<file path="config.mk">
export PLATFORM = sky130hd
export DESIGN_NAME = dbgsc_core
export DESIGN_NICKNAME = d
export VERILOG_FILES = /design/src/dbgsc_pkg.sv /design/src/dbgsc_break_match.sv /design/src/dbgsc_core.sv
export VERILOG_INCLUDE_DIRS = /design/src /design/src/src
export SDC_FILE = /design/constraint.sdc
export NUM_CORES = 1
export LEC_CHECK = 0
export BUFFER_PORTS_ARGS = -buffer_cell sky130_fd_sc_hd__buf_2
export CAP_MARGIN = 20
export CORE_AREA = 2 2 94 96
export CTS_CLUSTER_DIAMETER = 40
export DETAILED_ROUTE_END_ITERATION = 16
export DIE_AREA = 0 0 96 98
export PLACE_DENSITY_LB_ADDON = 0.12
export SLEW_MARGIN = 20
export SYNTH_ARGS = -nofsm -noshare
export SYNTH_HDL_FRONTEND = slang
export SYNTH_SLANG_ARGS = --single-unit
export TNS_END_PERCENT = 100
</file>
<file path="constraint.sdc">
create_clock -name clock -period 2.45 [get_ports clock]
set_input_delay 0.1225 -clock clock [delete_from_list [all_inputs] [get_ports clock]]
set_output_delay 0.1225 -clock clock [all_outputs]
set_load 0.1 [all_outputs]
</file>
<file path="src/dbgsc_defines.svh">
`ifndef DBGSC_DEFINES_SVH
`define DBGSC_DEFINES_SVH

// ----------------------------------------
// status/control field positions
// ----------------------------------------
`define DBGSC_BIT_PERMIT 7
`define DBGSC_BIT_ACTIVE 6
`define DBGSC_BIT_BRKEN 5
`define DBGSC_BIT_FTS 4
`define DBGSC_BIT_CLKSEL 3
`define DBGSC_BIT_WS 2
`define DBGSC_BIT_WSF 1
`define DBGSC_BIT_DVF 0

// ----------------------------------------
// reset values
// ----------------------------------------
`define DBGSC_CTRL_RESET 4'h0
`define DBGSC_BKPT_RESET 16'h0000

// ----------------------------------------
// serial command codes
// ----------------------------------------
`define DBGSC_CMD_NONE 3'h0
`define DBGSC_CMD_RD_STATUS 3'h1
`define DBGSC_CMD_WR_CONTROL 3'h2
`define DBGSC_CMD_RD_BKPT 3'h3
`define DBGSC_CMD_WR_BKPT 3'h4
`define DBGSC_CMD_HALT 3'h5
`define DBGSC_CMD_GO 3'h6

`endif

</file>
<file path="src/dbgsc_pkg.sv">
package dbgsc_pkg;

   typedef enum logic [1:0]
   {
      DBGSC_RUN = 2'b00,
      DBGSC_HALT = 2'b01
   } dbgsc_state_t;

   // serial command from the link decoder
   typedef struct packed
   {
      logic valid;
      logic [2:0] code;
      logic [15:0] data;
   } dbgsc_cmd_t;

   // cpu observation signals
   typedef struct packed
   {
      logic [15:0] addr;
      logic addr_valid;
      logic boundary;
      logic tag_at_end;
      logic wait_stop;
      logic mem_fail_ws;
      logic halt_instr;
   } dbgsc_cpu_t;

endpackage : dbgsc_pkg

</file>
<file path="src/dbgsc_break_match.sv">
`timescale 1ns/100ps

`include "dbgsc_defines.svh"

module dbgsc_break_match
   import dbgsc_pkg::*;
#(
   parameter int ADDR_W = 16
)
(
   // clock and reset
   input wire logic clock,
   input wire logic rst,
   // configuration
   input wire logic enable,
   input wire logic [ADDR_W-1:0] match_addr,
   // cpu address
   input wire logic [ADDR_W-1:0] cpu_addr,
   input wire logic cpu_addr_valid,
   // result
   output logic hit
);

   logic hit_reg;
   logic hit_next;

   always_comb
   begin
      hit_next = 1'b0;
      if (enable && cpu_addr_valid && (cpu_addr == match_addr))
      begin
         hit_next = 1'b1;
      end
   end

   always_ff @(posedge clock or posedge rst)
   begin
      if (rst)
      begin
         hit_reg <= 1'b0;
      end
      else
      begin
         hit_reg <= hit_next;
      end
   end

   assign hit = hit_reg;

endmodule : dbgsc_break_match

</file>
<file path="src/dbgsc_core.sv">
`timescale 1ns/100ps

`include "dbgsc_defines.svh"

module dbgsc_core
   import dbgsc_pkg::*;
#(
   parameter int ADDR_W = 16
)
(
   // clock and reset
   input wire logic clock,
   input wire logic rst,
   // serial command port
   input wire dbgsc_cmd_t cmd,
   output logic [15:0] rd_data,
   output logic rd_valid,
   // cpu side
   input wire dbgsc_cpu_t cpu,
   output logic halt_req,
   output logic tag_req,
   output logic cpu_resume_halt,
   output logic halted,
   // link clock choice
   output logic comm_clock_select
);

   // ----------------------------------------
   // state
   // ----------------------------------------
   dbgsc_state_t state_reg, state_next;
   logic halt_permit_reg, halt_permit_next;
   logic break_enable_reg, break_enable_next;
   logic force_tag_reg, force_tag_next;
   logic clksel_reg, clksel_next;
   logic ws_halt_reg, ws_halt_next;
   logic wsf_reg, wsf_next;
   logic [ADDR_W-1:0] bkpt_reg, bkpt_next;
   logic [15:0] rd_data_reg, rd_data_next;
   logic rd_valid_reg, rd_valid_next;
   logic halt_req_reg, halt_req_next;
   logic tag_req_reg, tag_req_next;
   logic force_pend_reg, force_pend_next;
   logic hit;
   logic [7:0] status_byte;
   logic halted_reg, halted_next;
   logic resume_reg, resume_next;
   logic cmd_wr_ctrl, cmd_halt, cpu_resume_halt_w;

   dbgsc_break_match #(
      .ADDR_W(ADDR_W)
   ) u_match (
      .clock(clock),
      .rst(rst),
      .enable(break_enable_reg),
      .match_addr(bkpt_reg),
      .cpu_addr(cpu.addr),
      .cpu_addr_valid(cpu.addr_valid),
      .hit(hit)
   );

   assign cmd_wr_ctrl = cmd.valid && (cmd.code == `DBGSC_CMD_WR_CONTROL);
   assign cmd_halt = cmd.valid && (cmd.code == `DBGSC_CMD_HALT);
   assign cpu_resume_halt_w = cmd.valid && (cmd.code == `DBGSC_CMD_GO);

   // ----------------------------------------
   // status byte assembly
   // ----------------------------------------
   always_comb
   begin
      status_byte = 8'h00;
      status_byte[`DBGSC_BIT_PERMIT] = halt_permit_reg;
      status_byte[`DBGSC_BIT_ACTIVE] = (state_reg == DBGSC_HALT);
      status_byte[`DBGSC_BIT_BRKEN] = break_enable_reg;
      status_byte[`DBGSC_BIT_FTS] = force_tag_reg;
      status_byte[`DBGSC_BIT_CLKSEL] = clksel_reg;
      status_byte[`DBGSC_BIT_WS] = cpu.wait_stop || ws_halt_reg;
      status_byte[`DBGSC_BIT_WSF] = wsf_reg;
      status_byte[`DBGSC_BIT_DVF] = 1'b0;
   end

   // ----------------------------------------
   // next state
   // ----------------------------------------
   always_comb
   begin
      state_next = state_reg;
      halt_permit_next = halt_permit_reg;
      break_enable_next = break_enable_reg;
      force_tag_next = force_tag_reg;
      clksel_next = clksel_reg;
      ws_halt_next = ws_halt_reg;
      wsf_next = wsf_reg;
      bkpt_next = bkpt_reg;
      rd_data_next = rd_data_reg;
      rd_valid_next = 1'b0;
      halt_req_next = 1'b0;
      tag_req_next = 1'b0;
      force_pend_next = force_pend_reg;
      resume_next = 1'b0;

      // serial commands; only this port writes the control bits and the breakpoint register
      if (cmd.valid)
      begin
         case (cmd.code)
            `DBGSC_CMD_RD_STATUS:
            begin
               rd_data_next = {8'h00, status_byte};
               rd_valid_next = 1'b1;
            end
            `DBGSC_CMD_WR_CONTROL:
            begin
               // status bits untouched by this write, except WSF which it clears
               if (state_reg != DBGSC_HALT)
               begin
                  // cleared only by reset once set
                  halt_permit_next = halt_permit_reg | cmd.data[`DBGSC_BIT_PERMIT];
               end
               break_enable_next = cmd.data[`DBGSC_BIT_BRKEN];
               force_tag_next = cmd.data[`DBGSC_BIT_FTS];
               clksel_next = cmd.data[`DBGSC_BIT_CLKSEL];
               wsf_next = 1'b0;
            end
            `DBGSC_CMD_RD_BKPT:
            begin
               rd_data_next = 16'(bkpt_reg);
               rd_valid_next = 1'b1;
            end
            `DBGSC_CMD_WR_BKPT:
            begin
               bkpt_next = cmd.data[ADDR_W-1:0];
            end
            default:
            begin
            end
         endcase
      end

      // memory command collided with wait/stop; set wins over clear
      if (cpu.mem_fail_ws)
      begin
         wsf_next = 1'b1;
      end

      // breakpoint requests; enable rechecked so a match in flight dies with it
      force_pend_next = break_enable_reg && (force_pend_reg || (hit && force_tag_reg));
      tag_req_next = break_enable_reg && hit && !force_tag_reg;

      case (state_reg)
         DBGSC_RUN:
         begin
            if (halt_permit_reg)
            begin
               if (cmd_halt)
               begin
                  state_next = DBGSC_HALT;
                  ws_halt_next = cpu.wait_stop;
                  halt_req_next = 1'b1;
                  force_pend_next = 1'b0;
               end
               else if ((force_pend_reg && cpu.boundary) || cpu.tag_at_end || cpu.halt_instr)
               begin
                  state_next = DBGSC_HALT;
                  halt_req_next = 1'b1;
                  force_pend_next = 1'b0;
               end
            end
            else
            begin
               force_pend_next = 1'b0;
            end
         end
         DBGSC_HALT:
         begin
            force_pend_next = 1'b0;
            if (cpu_resume_halt_w)
            begin
               state_next = DBGSC_RUN;
               ws_halt_next = 1'b0;
               resume_next = 1'b1;
            end
         end
         default:
         begin
            state_next = DBGSC_RUN;
         end
      endcase
      halted_next = (state_next == DBGSC_HALT);
   end

   // ----------------------------------------
   // registers
   // ----------------------------------------
   always_ff @(posedge clock or posedge rst)
   begin
      if (rst)
      begin
         state_reg <= DBGSC_RUN;
         halt_permit_reg <= 1'b0;
         break_enable_reg <= 1'b0;
         force_tag_reg <= 1'b0;
         clksel_reg <= 1'b0;
         ws_halt_reg <= 1'b0;
         wsf_reg <= 1'b0;
         bkpt_reg <= ADDR_W'(`DBGSC_BKPT_RESET);
         rd_data_reg <= 16'h0000;
         rd_valid_reg <= 1'b0;
         halt_req_reg <= 1'b0;
         tag_req_reg <= 1'b0;
         force_pend_reg <= 1'b0;
         halted_reg <= 1'b0;
         resume_reg <= 1'b0;
      end
      else
      begin
         state_reg <= state_next;
         halt_permit_reg <= halt_permit_next;
         break_enable_reg <= break_enable_next;
         force_tag_reg <= force_tag_next;
         clksel_reg <= clksel_next;
         ws_halt_reg <= ws_halt_next;
         wsf_reg <= wsf_next;
         bkpt_reg <= bkpt_next;
         rd_data_reg <= rd_data_next;
         rd_valid_reg <= rd_valid_next;
         halt_req_reg <= halt_req_next;
         tag_req_reg <= tag_req_next;
         force_pend_reg <= force_pend_next;
         halted_reg <= halted_next;
         resume_reg <= resume_next;
      end
   end

   assign rd_data = rd_data_reg;
   assign rd_valid = rd_valid_reg;
   assign halt_req = halt_req_reg;
   assign tag_req = tag_req_reg;
   assign cpu_resume_halt = resume_reg;
   assign halted = halted_reg;
   assign comm_clock_select = clksel_reg;

   // ----------------------------------------
   // checks
   // ----------------------------------------
   permit_sticky_a: assert property (@(posedge clock) disable iff (rst)
      $past(halt_permit_reg) |-> halt_permit_reg)
      else $error("halt permit dropped without reset");

   no_halt_unpermitted_a: assert property (@(posedge clock) disable iff (rst)
      (state_reg == DBGSC_RUN && !halt_permit_reg) |=> state_reg == DBGSC_RUN)
      else $error("halt entered without permit");

   halt_cmd_enters_a: assert property (@(posedge clock) disable iff (rst)
      (state_reg == DBGSC_RUN && halt_permit_reg && cmd_halt) |=> (halted && halt_req))
      else $error("halt command did not enter halt");

   dvf_zero_a: assert property (@(posedge clock) disable iff (rst)
      rd_valid && $past(cmd.code) == `DBGSC_CMD_RD_STATUS |-> rd_data[`DBGSC_BIT_DVF] == 1'b0)
      else $error("data valid fail read nonzero");

   wsf_set_a: assert property (@(posedge clock) disable iff (rst)
      cpu.mem_fail_ws |=> wsf_reg)
      else $error("wait stop fail not set");

   permit_locked_a: assert property (@(posedge clock) disable iff (rst)
      (halted && cmd_wr_ctrl) |=> $stable(halt_permit_reg))
      else $error("permit changed while halted");

   break_off_a: assert property (@(posedge clock) disable iff (rst)
      !break_enable_reg |=> !tag_req)
      else $error("tag request with breakpoint disabled");

   clksel_write_a: assert property (@(posedge clock) disable iff (rst)
      cmd_wr_ctrl |=> clksel_reg == $past(cmd.data[`DBGSC_BIT_CLKSEL]))
      else $error("clock select not written");

endmodule : dbgsc_core

</file>
==> impl_metrics.env <==
export IMPL_antenna_found_initial=0
export IMPL_end_kind="flop"
export IMPL_ff2ff_setup_slack_ns=1.04
export IMPL_grt_max_degree=48
export IMPL_tns_ns=0
export IMPL_hold_buffers=0
export IMPL_period_share=0.577
export IMPL_yosys_area_share_simple=0.0982
export IMPL_grt_pass1_vias=1549
export IMPL_grt_pass1_wl_mm=8.00
export IMPL_initial_core_util=0.239
export IMPL_drt_total_wl_mm=4.98
export IMPL_die_w_microns=96
export IMPL_path_cells="nand2b_1 > o22a_1 > nor3_1 > mux2_1"
export IMPL_power_density_nw_per_um2=934
export IMPL_max_vdd_ir_drop_uv=377
export IMPL_via_per_inst=4.18
export IMPL_multi_input_area_sq_um=803
export IMPL_power_total_uw=2440
export IMPL_ys_warn_count=0
export IMPL_seqCellArea_sq_um=1180
export IMPL_postCtsSetupBuffers=0
export IMPL_gp_congestion=0.664
export IMPL_synthArstFlopShare=1.00
export IMPL_rows=34
export IMPL_nets=277
export IMPL_hold_viol_final=47
export IMPL_firstDrtPassIters=3
export IMPL_antenna_cells=0
export IMPL_die_h_microns=98
export IMPL_rsz0062_at_grt="false"
export IMPL_clk_pin_slew_ns=0.09
export IMPL_pin_count=66
export IMPL_via_count=1428
export IMPL_ant_nets=0
export IMPL_synth_top_family_by_area="multiplexers"
export IMPL_numClockSinks=47
export IMPL_first_iter_violations=31
export IMPL_drv_cap=0
export IMPL_hold_class="input pin to asynchronous set/reset pin"
export IMPL_netlist_instances=161
export IMPL_r2r_cells=4
export IMPL_synth_xor_area_share=0.0692
export IMPL_power_leakage_uw=0.00129
export IMPL_cts_root_buffer="clkbuf_8"
export IMPL_drive_gt1_frac=0.397
export IMPL_cts_repair_resized=0
export IMPL_synthAdderAreaFrac=0
export IMPL_route_detailed_drc=0
export IMPL_synth_compound_area_frac=0.0920
export IMPL_slew_viol_final=0
export IMPL_dieArea_sq_um=9410
export IMPL_hpwl_mm=3.61
export IMPL_io_buffers=65
export IMPL_syn_nets=205
export IMPL_cp_arrival_ns=1.59
export IMPL_cts_made_buffers=5
export IMPL_cp_start_kind="flop"
export IMPL_cts_buffer_depth=2
export IMPL_critPathMaxFanout=5
export IMPL_slowest_delay_ns=0.42
export IMPL_syn_area_per_cell_sq_um=12.6
export IMPL_skew_ns=0.00288
export IMPL_track_usage=0.113
export IMPL_tightest_slew_ns=0.609
export IMPL_cts_tree="built"
export IMPL_yosysSeqAreaShare=0.581
export IMPL_area_growth_pct=28.8
export IMPL_clk_latency_ns=0.29
export IMPL_core_area_sq_um=8470
export IMPL_finalSetupViolCount=0
export IMPL_drt_wirelength_per_cell_microns=14.6
export IMPL_path_class="flop to flop"
export IMPL_ys_types=33
export IMPL_synth_seq_cells=47
export IMPL_max_freq_mhz=708
export IMPL_synth_edf_count=0
export IMPL_synth_main_ff_cell="dfrtp_1"
export IMPL_required_ns=2.63
export IMPL_synth_mux_area_frac=0.135
export IMPL_violations="negative hold slack"
export IMPL_relSlewSlack=0.594
export IMPL_grt_overflow_total=0
export IMPL_cpMaxStageDelayCell="dfrtp_1"
export IMPL_cts_htree_levels=2
export IMPL_period_needed_ns=1.41
export IMPL_fin_hold_ws_ns=-0.0355
export IMPL_fillers=911
export IMPL_status="finished with violations"
export IMPL_netlist_area_sq_um=2030
cell type report:
class,count,share of cell area
sequential,47,0.451
multi-input combinational,104,0.308
timing repair buffer,69,0.136
tap,108,0.0518
clock buffer,6,0.0316
clock inverter,2,0.0134
inverter,6,0.00863
metrics by stage:
| step | worst slack, ns | hold WS [ns] | std cells | util | cell area (sq um) |
|---|---|---|---|---|---|
| 3_5_place_dp | 1.05 | 0.334 | 334 | 0.294 | 2490 |
| 4_1_cts | 1.05 | 0.00688 | 342 | 0.308 | 2610 |
| 6_report | 1.04 | -0.0355 | 342 | 0.308 | 2610 |
| 5_1_grt | 0.921 | 0.0207 | 342 | 0.308 | 2610 |
| 3_3_place_gp | 1.07 | 0.334 | 334 | 0.294 | 2490 |
| 2_1_floorplan | 1.14 | 0.236 | 161 | - | 2030 |
where the power goes:
part | total, uW | switching [uW] | internal, uW
sequential | 1020 | 105 | 914
combinational | 829 | 614 | 215
clock | 590 | 259 | 330
synthesized netlist by cell type, drive strengths merged (2+ instances only):
cell | number | area (sq um)
nor2 | 3 | 13.8
xor2 | 4 | 35.0
clkbuf | 2 | 7.51
mux2 | 19 | 214
o21ai | 10 | 50.1
xnor2 | 12 | 105
a22o | 9 | 78.8
nand2 | 12 | 45.0
inv | 6 | 22.5
nand4 | 3 | 18.8
dfrtp | 47 | 1180
buf | 2 | 16.3
mux2i | 6 | 60.1
nand3b | 2 | 15.0
nand2b | 4 | 25.0
nor4 | 2 | 12.5
a21oi | 3 | 15.0
nand3 | 2 | 10.0
nor3 | 4 | 36.3
layout by cell type (no fill, tap or decap), types with 2 or more instances in the layout:
cell | netlist | layout
nand4_1 | 3 | 3
nand3b_1 | 2 | 2
mux2_2 | 10 | 10
nand2_1 | 12 | 12
a21oi_1 | 3 | 3
nor4_1 | 2 | 2
a22o_1 | 9 | 9
xnor2_1 | 12 | 12
nor3_1 | 2 | 2
xor2_1 | 4 | 4
inv_1 | 6 | 5
o21ai_0 | 10 | 10
nand3_1 | 2 | 2
mux2_1 | 9 | 9
buf_4 | 0 | 4
clkbuf_8 | 0 | 6
nor2_1 | 2 | 2
nand2b_1 | 4 | 4
buf_2 | 1 | 65
dfrtp_1 | 47 | 47
mux2i_1 | 6 | 6
per-layer routing:
metal,track usage,wire length (microns),part of all wire,up-vias
li1,-,-,-,702
met1,0.152,2340,0.47,683
met2,0.171,2270,0.45,41
met3,0.0401,352,0.071,2
met4,0.0297,29,0.0058,0
met5,0,0,0,-
final timing paths:
| check | from | end |
|---|---|---|
| worst min register to register | rd_data[6]$_DFFE_PP0P_ | rd_data[6]$_DFFE_PP0P_ |
| min in group clock | cmd[1] | bkpt_reg[1]$_DFFE_PP0P_ |
| worst min-delay path | rst | bkpt_reg[8]$_DFFE_PP0P_ |
| max in group asynchronous | rst | rd_data[11]$_DFFE_PP0P_ |
| worst max register to register | state_reg[0]$_DFF_PP0_ | ws_halt_reg$_DFFE_PP0P_ |
| worst max-delay path | state_reg[0]$_DFF_PP0_ | ws_halt_reg$_DFFE_PP0P_ |
worst max-delay path: cells and delay by family (launching register included):
family / cells / cell delay, ns
mux: 1 / 0.34
compound gates: 1 / 0.20
simple gates: 2 / 0.34
flops: 1 / 0.42
logic make-up after synthesis:
group	Yosys count
flops	47
simple gates	35
compound gates	27
mux	25
xor+xnor	16
buf+inv	10
other cells	1
Power figures use the tool's default switching activity.
